File: src/core/lp_clk_pkg.sv
// Package for the low-power clock handshake: states and timing counts.
// Assumes both ends and the bench import it whole.
package lp_clk_pkg;

    // ------------------------------------------------------------
    // Handshake levels
    // ------------------------------------------------------------
    localparam logic REQ_RUN = 1'b1;   // Request line level in normal operation
    localparam logic REQ_SLEEP = 1'b0; // Request line level asking for low power
    localparam logic ACK_RUN = 1'b1;   // Acknowledge level in normal operation

    // ------------------------------------------------------------
    // Peripheral sequence lengths and synchroniser depth, in core_clk cycles
    // ------------------------------------------------------------
    localparam int unsigned DOWN_CYCLES = 4;  // Default power-down work
    localparam int unsigned UP_CYCLES = 4;    // Default power-up work
    localparam int unsigned SYNC_STAGES = 3;  // Synchroniser depth

    // Peripheral states
    typedef enum logic [2:0] {
        P_RUN,
        P_DOWN,
        P_SLEEP,
        P_DENIED,
        P_UP,
        P_WAKE
    } periph_state_t;

    // Controller states
    typedef enum logic [1:0] {
        C_RUN,
        C_WAIT_ACK,
        C_SLEEP,
        C_WAIT_EXIT
    } ctrl_state_t;

endpackage : lp_clk_pkg

File: src/core/lp_clk_if.sv
// Interface joining the clock controller and a group of peripherals.
// Assumes one shared request line and per-member activity and acknowledge.
`timescale 1ns/1ps
interface lp_clk_if #(
    parameter int unsigned N_PERIPH = 1
);
    logic [N_PERIPH-1:0] clk_active;  // Per-member clock-needed level
    logic sys_req;                    // Shared low-power request, low asks
    logic [N_PERIPH-1:0] sys_ack;     // Per-member acknowledge

    modport periph (
        output clk_active,
        output sys_ack,
        input sys_req
    );

    modport ctrl (
        input clk_active,
        input sys_ack,
        output sys_req
    );
endinterface : lp_clk_if

File: src/core/lp_periph_end.sv
// Peripheral end of the low-power clock handshake, one instance per member.
// Assumes core_clk is the gated peripheral clock, or a free clock plus gate
// enable input; the request arrives from the controller's clock domain.
//
// Operation
// RULE1: controller enables clock at once on activity
// RULE2: peripheral lowers activity when clock unneeded
// RULE3: always-stoppable peripheral may tie activity low
// RULE4: peripheral needing constant clock ties activity high
// RULE5: controller holds request high, lowers to ask
// RULE6: peripheral answers low request with low acknowledge
// RULE7: exit: request rises, then acknowledge rises
// RULE8: activity level at acknowledge fall means accept/deny
// RULE9: accept: power down, drop activity, then acknowledge
// RULE10: exit: raise activity before raising acknowledge
// RULE11: after denial controller raises request before next
// RULE12: either line rising in low power starts exit
// RULE13: controller exit: clock on, request up, then activity
// RULE14: peripheral wake: controller restores clock, raises request
// RULE15: peripheral may delay acknowledge as long as needed
// RULE16: group activity is OR of members
// RULE17: one shared request line to all members
// RULE18: group acknowledge follows last member edge
// RULE19: gate clock only after low-power entry
// RULE20: controller synchronises activity and acknowledge
`timescale 1ns/1ps
module lp_periph_end
    import lp_clk_pkg::*;
#(
    parameter bit ALWAYS_ON = 1'b0,       // Needs an uninterrupted clock
    parameter bit ALWAYS_OFF = 1'b0,      // Clock may stop at any time
    parameter int unsigned DOWN_LEN = DOWN_CYCLES,
    parameter int unsigned UP_LEN = UP_CYCLES
) (
    input wire logic core_clk,
    input wire logic sys_rst,
    lp_clk_if.periph lp,
    input wire logic busy,        // User logic has work and needs the clock
    input wire logic allow_sleep, // User policy: accept low-power requests
    output logic asleep           // Peripheral is in its low-power state
);

    // ------------------------------------------------------------
    // Elaboration checks
    // ------------------------------------------------------------
    initial begin
        if (ALWAYS_ON && ALWAYS_OFF) begin
            $error("lp_periph_end: ALWAYS_ON and ALWAYS_OFF both set");
        end
        if (DOWN_LEN < 1 || UP_LEN < 1 || DOWN_LEN > 255 || UP_LEN > 255) begin
            $error("lp_periph_end: sequence lengths must be 1..255");
        end
    end

    // ------------------------------------------------------------
    // Request synchroniser
    // ------------------------------------------------------------
    logic [SYNC_STAGES-1:0] req_sync_q;
    logic [SYNC_STAGES-1:0] req_sync_d;
    logic req_q;
    logic req_d;

    // Shift in the request; level changes once stages two and three agree
    always_comb begin
        req_sync_d = {req_sync_q[SYNC_STAGES-2:0], lp.sys_req};
        req_d = req_q;
        if (req_sync_q[1] == req_sync_q[2]) begin
            req_d = req_sync_q[2];
        end
    end

    always_ff @(posedge core_clk) begin
        if (sys_rst) begin
            req_sync_q <= {SYNC_STAGES{REQ_RUN}};
            req_q <= REQ_RUN;
        end else begin
            req_sync_q <= req_sync_d;
            req_q <= req_d;
        end
    end

    // ------------------------------------------------------------
    // Handshake state machine
    // ------------------------------------------------------------
    periph_state_t state_q;
    periph_state_t state_d;
    logic [7:0] cnt_q;
    logic [7:0] cnt_d;
    logic active_q;
    logic active_d;
    logic ack_q;
    logic ack_d;
    logic asleep_q;
    logic asleep_d;

    // Next state, activity and acknowledge
    always_comb begin
        state_d = state_q;
        cnt_d = cnt_q;
        active_d = active_q;
        ack_d = ack_q;
        asleep_d = asleep_q;
        case (state_q)
            P_RUN: begin
                ack_d = ACK_RUN; // RULE6
                active_d = busy; // RULE2
                if (req_q == REQ_SLEEP) begin
                    // A member that may always stop never denies
                    if (ALWAYS_OFF || (allow_sleep && !busy && !ALWAYS_ON)) begin // RULE3
                        state_d = P_DOWN;
                        cnt_d = 8'(DOWN_LEN);
                        active_d = 1'b1;
                    end else begin
                        // Deny: acknowledge with activity held high
                        active_d = 1'b1; // RULE8
                        ack_d = 1'b0; // RULE6
                        state_d = P_DENIED;
                    end
                end
            end
            P_DOWN: begin
                // Power-down work, then activity drops before acknowledge
                if (cnt_q > 8'h01) begin
                    cnt_d = cnt_q - 8'h01;
                end else if (active_q) begin
                    active_d = 1'b0; // RULE9
                end else begin
                    ack_d = 1'b0; // RULE9
                    asleep_d = 1'b1; // RULE8
                    state_d = P_SLEEP;
                end
            end
            P_SLEEP: begin
                // Either side raising its line starts the exit
                if (req_q == REQ_RUN || (busy && !ALWAYS_OFF)) begin // RULE12
                    active_d = 1'b1; // RULE10
                    cnt_d = 8'(UP_LEN);
                    state_d = P_UP;
                end
            end
            P_DENIED: begin
                // Wait for the controller to close the handshake
                active_d = 1'b1;
                if (req_q == REQ_RUN) begin // RULE7
                    ack_d = ACK_RUN;
                    state_d = P_RUN;
                end
            end
            P_UP: begin
                // Power-up work; acknowledge held low meanwhile
                if (cnt_q > 8'h01) begin // RULE15
                    cnt_d = cnt_q - 8'h01;
                end else begin
                    state_d = P_WAKE;
                end
            end
            P_WAKE: begin
                // Acknowledge only once the request is back high
                if (req_q == REQ_RUN) begin // RULE7
                    ack_d = ACK_RUN; // RULE10
                    asleep_d = 1'b0;
                    state_d = P_RUN;
                end
            end
            default: begin
                state_d = P_RUN;
                ack_d = ACK_RUN;
                active_d = 1'b1;
                asleep_d = 1'b0;
            end
        endcase
        // Fixed-activity variants override the level
        if (ALWAYS_ON) begin
            active_d = 1'b1; // RULE4
        end else if (ALWAYS_OFF) begin
            active_d = 1'b0; // RULE3
        end
    end

    always_ff @(posedge core_clk) begin
        if (sys_rst) begin
            state_q <= P_RUN;
            cnt_q <= 8'h00;
            active_q <= 1'b1;
            ack_q <= ACK_RUN;
            asleep_q <= 1'b0;
        end else begin
            state_q <= state_d;
            cnt_q <= cnt_d;
            active_q <= active_d;
            ack_q <= ack_d;
            asleep_q <= asleep_d;
        end
    end

    // Register-driven outputs
    assign lp.clk_active = active_q;
    assign lp.sys_ack = ack_q;
    assign asleep = asleep_q;

endmodule : lp_periph_end

File: src/flat_wrapper.sv
// flat-port wrapper written by rule: the top's interface ports become plain ports
module lp_periph_end_flat import lp_clk_pkg::*;
#(
    parameter bit ALWAYS_ON = 1'b0,                                      
    parameter bit ALWAYS_OFF = 1'b0,                                   
    parameter int unsigned DOWN_LEN = DOWN_CYCLES,
    parameter int unsigned UP_LEN = UP_CYCLES
)
  (core_clk, sys_rst, busy, allow_sleep, asleep, lp_clk_active, lp_sys_ack, lp_sys_req);
  lp_clk_if #(.N_PERIPH(1)) lp_i ();
  input wire logic core_clk;
  input wire logic sys_rst;
  input wire logic busy;
  input wire logic allow_sleep;
  output logic asleep;
  output wire logic [$bits(lp_i.clk_active)-1:0] lp_clk_active;
  output wire logic [$bits(lp_i.sys_ack)-1:0] lp_sys_ack;
  input wire logic [$bits(lp_i.sys_req)-1:0] lp_sys_req;
  assign lp_clk_active = lp_i.clk_active;
  assign lp_sys_ack = lp_i.sys_ack;
  assign lp_i.sys_req = lp_sys_req;
  lp_periph_end #(.ALWAYS_ON(ALWAYS_ON), .ALWAYS_OFF(ALWAYS_OFF), .DOWN_LEN(DOWN_LEN), .UP_LEN(UP_LEN)) u_core (.core_clk(core_clk), .sys_rst(sys_rst), .lp(lp_i), .busy(busy), .allow_sleep(allow_sleep), .asleep(asleep));
endmodule
File: config.mk
export PLATFORM = sky130hd
export DESIGN_NAME = lp_periph_end_flat
export DESIGN_NICKNAME = d
export VERILOG_FILES = /design/src/core/lp_clk_pkg.sv /design/src/core/lp_clk_if.sv /design/src/core/lp_periph_end.sv /design/src/flat_wrapper.sv
export SDC_FILE = /design/constraint.sdc
export NUM_CORES = 1
export LEC_CHECK = 0
export BUFFER_PORTS_ARGS = -buffer_cell sky130_fd_sc_hd__buf_2
export CAP_MARGIN = 20
export CORE_MARGIN = 3
export CORE_UTILIZATION = 45
export CTS_CLUSTER_DIAMETER = 100
export DETAILED_ROUTE_END_ITERATION = 7
export GPL_ROUTABILITY_DRIVEN = 0
export GPL_TIMING_DRIVEN = 0
export PLACE_DENSITY = 0.72
export SLEW_MARGIN = 20
export SYNTH_ARGS = -nofsm -noshare
export SYNTH_HDL_FRONTEND = slang
export SYNTH_SLANG_ARGS = --single-unit
File: constraint.sdc
create_clock -name core_clk -period 3.25 [get_ports core_clk]
set_input_delay 0.65 -clock core_clk [delete_from_list [all_inputs] [get_ports core_clk]]
set_output_delay 0.65 -clock core_clk [all_outputs]
set_load 0.05 [all_outputs]
==> results of run 1 <==
==> Yosys cell counts (3+ instances only) <==
| cell type | n | area share [%] |
|---|---|---|
| dfxtp_1 | 18 | 36 |
| a21oi_1 | 14 | 7.0 |
| nor2_1 | 9 | 3.4 |
| o21ai_0 | 9 | 4.5 |
| inv_1 | 7 | 2.6 |
| nand2_1 | 6 | 2.2 |
| nor3_1 | 6 | 3.0 |
| clkbuf_1 | 3 | 1.1 |
| nand2b_1 | 3 | 1.9 |
| nor2b_1 | 3 | 1.9 |
| o211ai_1 | 3 | 2.2 |
| o21bai_1 | 3 | 2.2 |
| or2_2 | 3 | 1.9 |
| xnor2_1 | 3 | 2.6 |
==> per-layer routing <==
metal  track usage (%)  wire [um]  up-vias
met4             8.936         36        0
met3             3.380         51        4
li1                  -          -      458
met5                 0          0        -
met1             22.13        984      400
met2             26.24        871       11
==> worst max path at each step <==
stage | endpoint | slack (ns) | cells past startpoint
after floorplan | u_core.cnt_q[4]$_SDFFE_PP0P_ | 1.34 | 5
after global placement | u_core.cnt_q[4]$_SDFFE_PP0P_ | 1.12 | 6
after detailed placement | u_core.cnt_q[4]$_SDFFE_PP0P_ | 1.10 | 6
after CTS | u_core.cnt_q[4]$_SDFFE_PP0P_ | 1.25 | 6
after global routing | u_core.cnt_q[4]$_SDFFE_PP0P_ | 1.15 | 6
final | u_core.cnt_q[4]$_SDFFE_PP0P_ | 1.25 | 6
==> logic make-up after synthesis <==
| logic type | Yosys count | share of synthesized area, % |
|---|---|---|
| compound gates | 41 | 28.38 |
| xor+xnor | 3 | 2.625 |
| fa+ha+maj | 2 | 2.500 |
| buf+inv | 12 | 5.375 |
| flops | 18 | 36.00 |
| simple gates | 44 | 25.13 |
==> area by class of cell <==
type | instances | area share (%)
multi-input combinational | 90 | 53.05
buffer | 5 | 2.489
timing repair buffer | 7 | 3.167
inverter | 7 | 2.376
sequential | 18 | 32.58
tap | 27 | 3.054
clock buffer | 4 | 3.281
==> metrics by stage <==
stage / power [uW] / instance area, um2 / hold WS (ns)
after detailed placement: 285.3 / 1070 / 0.4010
after global routing: 439.8 / 1106 / 0.4547
after global placement: 284.1 / 1070 / 0.4041
final: 420.6 / 1106 / 0.4333
after floorplan: 272.2 / 1001 / 0.3895
after CTS: 426.2 / 1106 / 0.4342
==> flip-flops by register name (all words and copies together) (netlist names) <==
name / cells
u_core.cnt_q: 8
u_core.req_sync_q: 3
u_core.state_q: 3
u_core.asleep: 1
u_core.lp.clk_active: 1
u_core.lp.sys_ack: 1
u_core.req_q: 1
==> power breakdown <==
group / total (uW) / switching (uW) / internal [uW]
logic: 49.7 / 30.0 / 19.8
clock network: 140 / 71.8 / 68.3
registers: 231 / 4.65 / 226
total: 421 / 106 / 314
==> summary.md, run 1 <==
| Metric | Value |
|---|---|
| Outcome | finished, final reports clean |
| Vias in the first global route | 815 |
| Critical path peak fanout | 8 |
| Final Cycle Share | 61.52% |
| Cell Count, Final, Fillers Out | roughly 160 |
| CP bufs+invs | 1 |
| Critical path arrival | around 2.2 ns |
| Sequential fraction of the synthesis area | 36.00% |
| Initial antenna violation count | 0 |
| CTS H-Tree Depth | 1 |
| Bufs on Longest Clock Path | 2 |
| Syn nets | 127 |
| FF-to-FF End | u_core.cnt_q[4]$_SDFFE_PP0P_ |
| Worst setup path startpoint | u_core.cnt_q[0]$_SDFFE_PP0P_ |
| Grt total ovfl | 0 |
| Kind of cell adding the most delay to the critical path | compound AO/OA/AOI/OAI gates |
| DR DRC count | 0 |
| HPWL Detailed | ~1400 um |
| Min Tclk post-route | approximately 2.0 ns |
| Main flop type after synthesis | dfxtp_1 |
| CP max stage delay | 0.48 ns |
| Worst-margin pin slew | 0.5940 ns |
| Slew margin rel. | 60.32% |
| Cell area power density | 380.2 nW/um2 |
| CP Cell Sequence | inv_1, ha_1, o211a_1, a22o_4, or4_4, a21oi_2 |
| Row count | 16 |
| Peak VDD IR | 252.7 uV |
| Largest net degree at the start of global routing | 11 |
| Final WS setup | 1.251 ns |
| Most frequent cells in the layout | dfxtp_1 (18), a21oi_1 (14), nor2_1 (9), o21ai_0 (9), buf_2 (8) |
| Nature of the critical path startpoint | register |
| Clock Skew | about 0.010 ns |
| Clk root buf | clkbuf_4 |
| CP max stage cell | or4_4 |
| Post-synth EDFFs | 0 |
| Inst Count DP | 154 |
| Drt first-iter violations | 12 |
| First-pass GRT wire length | 3498 um |
| Worst EP required | ~3.5 ns |
| Chip width | 53.17 um |
| Number of library cell types mapped by synthesis | 41 |
| YS warnings | 0 |
| Pre-antenna DRT Iters | 5 |
| Syn_area_per_cell | 8.341 um2 |
| Post-layout util | 54.17% |
| Critical path class | reg2reg |
| CTS tree | yes |
| Area of the multi-input gates | between 500 and 600 um2 |
| Layout cell share with drive strength beyond 1 | between 10% and 20% |
| Synthesized area | 1001 um2 |
| Worst hold path depth | 1 |
| Hold WC Path Type | reg2reg |
| Die area | 2827 um2 |
| Post-CTS Repair Setup Buffers | 0 |
| Ant. Diodes | 0 |
| Crit end category | register |
| Fill count | 210 |
| Max-slew violation count | 0 |
| Most common cell after layout, fill and taps aside | dfxtp_1 |
| Reg-to-reg startpoint | u_core.cnt_q[0]$_SDFFE_PP0P_ |
| Worst reg-to-reg path cell count | 6 |
| Clk pin slew, worst setup/hold paths | 0.11 ns |
| TNS Setup | 0 ns |
| IO Count | 8 |
| R2r setup slk | about 1.3 ns |
| Clk sink count | 18 |
| Core area | between 2000 and 2500 um2 |
| Total vias in the final route | 873 |
| Num CTS Buffers | 3 |
| Post-Route WL | 1942 um |
| Hold wc startpoint | u_core.req_sync_q[0]$_SDFF_PP1_ |
| Routed len/inst | 12.29 um |
| Asr flop ratio synth | 0% |
| Hold Violations, Final | 0 |
| # setup viols final | 0 |
| Routed vias/inst | around 5.5 |
| Storage cell area | around 360 um2 |
| RSZ-0062 raised after global routing | false |
| Hold-fix buffers, CTS | 0 |
| Max cap viols | 0 |
| #FFs+latches synth | 18 |
| Routed Antenna Nets | 0 |
| Total GRT Usage | 17.01% |
| Pre-CTS WS | 1.102 ns |
| FMAX | 500.2 MHz |
| Effective utilization at floorplan | about half |
| Final #Nets | 139 |
| Layout area overhead | 10.50% |
| Static leakage | 0.0004056 uW |
| # port buffers | 7 |
| Die H | 53.17 um |
| Clk_lat worst skew | 0.30 ns |
| PostCTS Resize Cnt | 0 |
| Worst hold path endpoint | u_core.req_sync_q[1]$_SDFF_PP1_ |
| Syn Inst Count | 120 |
Note: power is estimated with default switching activity, not from simulation.
==> inputs of run 2 (changes only) <==
--- a/config.mk
+++ b/config.mk
@@ -13,7 +13,7 @@
 export DETAILED_ROUTE_END_ITERATION = 7
 export GPL_ROUTABILITY_DRIVEN = 0
 export GPL_TIMING_DRIVEN = 0
-export PLACE_DENSITY = 0.72
+export PLACE_DENSITY = 0.74
 export SLEW_MARGIN = 20
 export SYNTH_ARGS = -nofsm -noshare
 export SYNTH_HDL_FRONTEND = slang
==> constraint.sdc (replaced) <==
create_clock -name core_clk -period 1.72 [get_ports core_clk]
set_input_delay 0.344 -clock core_clk [delete_from_list [all_inputs] [get_ports core_clk]]
set_output_delay 0.344 -clock core_clk [all_outputs]
set_load 0.05 [all_outputs]
==> run 2 against run 1 <==
Against the previous run: the flow now finishes with violations (negative setup slack); sequential share of layout area decreased by 2.6 points; via count increased by 6.4%; critical path depth unchanged; final area increased by 11%; largest power group unchanged; worst hold slack got worse by 0.20 ns; setup slack got worse by 1.3 ns; clock power increased by 86%; clock-buffer cell count unchanged.
==> summary.md, run 2 (synthesized netlist as in run 1, its figures left out) <==
| Metric | Value |
|---|---|
| Critical path arrival | 1.96 ns (-0.27 ns) |
| Worst hold path endpoint | u_core.req_sync_q[0]$_SDFF_PP1_ |
| Most common cell after layout, fill and taps aside | a21oi_1 |
| Grt total ovfl | 0 (unchanged) |
| Clk_lat worst skew | 0.29 ns (about the same) |
| Comb power frac | 14.7% (+2.9 points) |
| CTS H-Tree Depth | 1 (unchanged) |
| Crit end category | register |
| Outcome | finished, violations left |
| Chip width | 53.17 um (unchanged) |
| Layout cell share with drive strength beyond 1 | 33.81% (+16 points) |
| Failing checks | negative setup slack |
| Bufs on Longest Clock Path | 2 (unchanged) |
| Static leakage | 0.0004709 uW (+16%) |
| Reg-to-reg startpoint | u_core.state_q[1]$_SDFFE_PP0P_ |
| Post-Route WL | 2200 um (+13%) |
| Worst-margin pin slew | 0.4475 ns (-0.1465 ns) |
| Clk pin slew, worst setup/hold paths | 0.10 ns (about the same) |
| Drt first-iter violations | 26 (+14) |
| Die area | 2827 um2 (unchanged) |
| Largest net degree at the start of global routing | 11 (unchanged) |
| Slew margin rel. | 70.16% (+9.8 points) |
| Die H | 53.17 um (unchanged) |
| Core area | 2042 um2 (unchanged) |
| Initial antenna violation count | 0 (unchanged) |
| # port buffers | 7 (unchanged) |
| Clock Skew | 0.001694 ns (-0.008363 ns) |
| Inst Count DP | 154 (unchanged) |
| Int Pwr | 611.4 uW (+95%) |
| Row count | 16 (unchanged) |
| Switching share of power | 25.13% (-0.17 points) |
| Final WS setup | -0.002203 ns (-1.253 ns) |
| Max-slew violation count | 0 (unchanged) |
| Placement Cell Area | 1087 um2 (+1.6%) |
| Clk sink count | 18 (unchanged) |
| # setup viols final | 1 (+1) |
| Biggest register | u_core.cnt_q |
| R2r setup slk | -0.002 ns (-1.25 ns) |
| Critical path class | reg2reg |
| Critical path peak fanout | 8 (unchanged) |
| Regs by FF count | u_core.cnt_q: 8 flops, u_core.req_sync_q: 3 flops, u_core.state_q: 3 flops |
| Total GRT Usage | 18.12% (+1.1 points) |
| Power share of the clock group | 31.9% (-1.4 points) |
| NetSw | 205.2 uW (+93%) |
| Peak VDD IR | 456.1 uV (+80%) |
| DR DRC count | 0 (unchanged) |
| HPWL Detailed | 1515 um (+5.2%) |
| FF-to-FF End | u_core.cnt_q[4]$_SDFFE_PP0P_ |
| Layout area overhead | 23.00% |
| Ant. Diodes | 0 (unchanged) |
| First-pass GRT wire length | 3836 um (+9.7%) |
| Routed Antenna Nets | 0 (unchanged) |
| Hold WS | 0.2286 ns (-0.2048 ns) |
| Largest register FFs | 8 (unchanged) |
| Worst hold path depth | 2 (+1) |
| Post-layout util | 60.29% (+6.1 points) |
| Worst reg-to-reg path cell count | 6 (unchanged) |
| Cell Count, Final, Fillers Out | 166 (+5.1%) |
| Sequential share of power | 53.4% (-1.5 points) |
| Routed len/inst | 13.25 um (+7.8%) |
| IO Count | 8 (unchanged) |
| RSZ-0062 raised after global routing | true |
| FMAX | 580.7 MHz (+16%) |
| Hold Violations, Final | 0 (unchanged) |
| Design area | 1231 um2 (+11%) |
| Pre-antenna DRT Iters | 4 (-1) |
| Routed vias/inst | 5.596 (+1.3%) |
| Min Tclk post-route | 1.722 ns (-0.2771 ns) |
| Fill count | 199 (-5.2%) |
| Hold-fix buffers, CTS | 0 (unchanged) |
| Vias in the first global route | 927 (+14%) |
| Clk root buf | clkbuf_4 |
| Final #Nets | 147 (+5.8%) |
| CTS tree | yes |
| Num CTS Buffers | 3 (unchanged) |
| Most frequent cells in the layout | a21oi_1 (14), dfxtp_1 (13), nor2_1 (9), o21ai_0 (9), buf_4 (8) |
| Max cap viols | 0 (unchanged) |
| Worst EP required | 1.96 ns (-1.52 ns) |
| Hold wc startpoint | lp_sys_req |
| Cell area power density | 663.3 nW/um2 (+74%) |
| Final Cycle Share | 100.1% (+39 points) |
| Effective utilization at floorplan | 49.02% (unchanged) |
| Hold WC Path Type | in2reg |
| Nature of the critical path startpoint | register |
| Total vias in the final route | 929 (+6.4%) |
==> run 2: cell count changes in the layout (fill, tap and decap cells not counted), sizes merged <==
cell / change
inv: -1
buf: +7
clkinvlp: +1
clkbuf: +1
==> run 2: worst max-delay path, cell delays in order (launching register included) <==
cell and delay (ns):
dfxtp_2 0.34, buf_6 0.13, nand2b_4 0.07, o32a_4 0.33, a22o_4 0.26, or4_4 0.41, a21oi_2 0.11
==> run 2: metal layers <==
metal | share of wire, % | GRT usage, %
met1 | 45 | 22.26
met2 | 51 | 31.82
met3 | 3.5 | 3.380
met4 | 0.41 | 5.106
met5 | 0 | 0
==> run 2: power groups by stage <==
stage	combinational (uW)	sequential (uW)	clock, uW
floorplan	66.6	450	0
global placement	93.9	445	0
detailed placement	97.1	446	0
CTS	109	435	270
global route	135	438	285
finish	120	436	260
==> run 2: how the worst max path moves through the flow <==
stage / startpoint / endpoint / slack [ns] / depth (start not counted)
2_1_floorplan: u_core.cnt_q[1]$_SDFFE_PP0P_ / u_core.cnt_q[4]$_SDFFE_PP0P_ / 0.04 / 6
3_3_place_gp: busy / u_core.cnt_q[0]$_SDFFE_PP0P_ / -0.11 / 6
3_5_place_dp: u_core.cnt_q[3]$_SDFFE_PP0P_ / u_core.cnt_q[0]$_SDFFE_PP0P_ / -0.15 / 5
4_1_cts: u_core.cnt_q[1]$_SDFFE_PP0P_ / u_core.cnt_q[4]$_SDFFE_PP0P_ / 0.002 / 6
5_1_grt: u_core.cnt_q[0]$_SDFFE_PP0P_ / u_core.cnt_q[4]$_SDFFE_PP0P_ / -0.04 / 6
6_report: u_core.state_q[1]$_SDFFE_PP0P_ / u_core.cnt_q[4]$_SDFFE_PP0P_ / -0.002 / 6
==> run 2: cell type report <==
cell class                 count  area, um2  share of cell area (%)
multi-input combinational     90      633.1                   51.42
buffer                         5      31.28                   2.541
timing repair buffer          15      95.09                   7.724
inverter                       7      32.53                   2.642
clock buffer                   4      36.28                   2.947
sequential                    18      369.1                   29.98
tap                           27      33.78                   2.744
==> run 2: metrics by stage <==
stage	TNS [ns]	power [uW]	setup slack [ns]
floorplan	0	516.4	0.04059
finish	-0.002203	816.6	-0.002203
detailed placement	-0.7944	542.7	-0.1538
global placement	-0.5912	539.2	-0.1052
global route	-0.05773	857.5	-0.03680
CTS	0	813.7	0.001996
==> run 2: what timing repair did <==
| action | CTS | global route |
|---|---|---|
| buffers inserted | 5 | 3 |
| endpoints found under the setup margin | 10 | 12 |
| pin swaps | 2 | 5 |
| cloned | 0 | 0 |
| resized for setup | 7 | 8 |
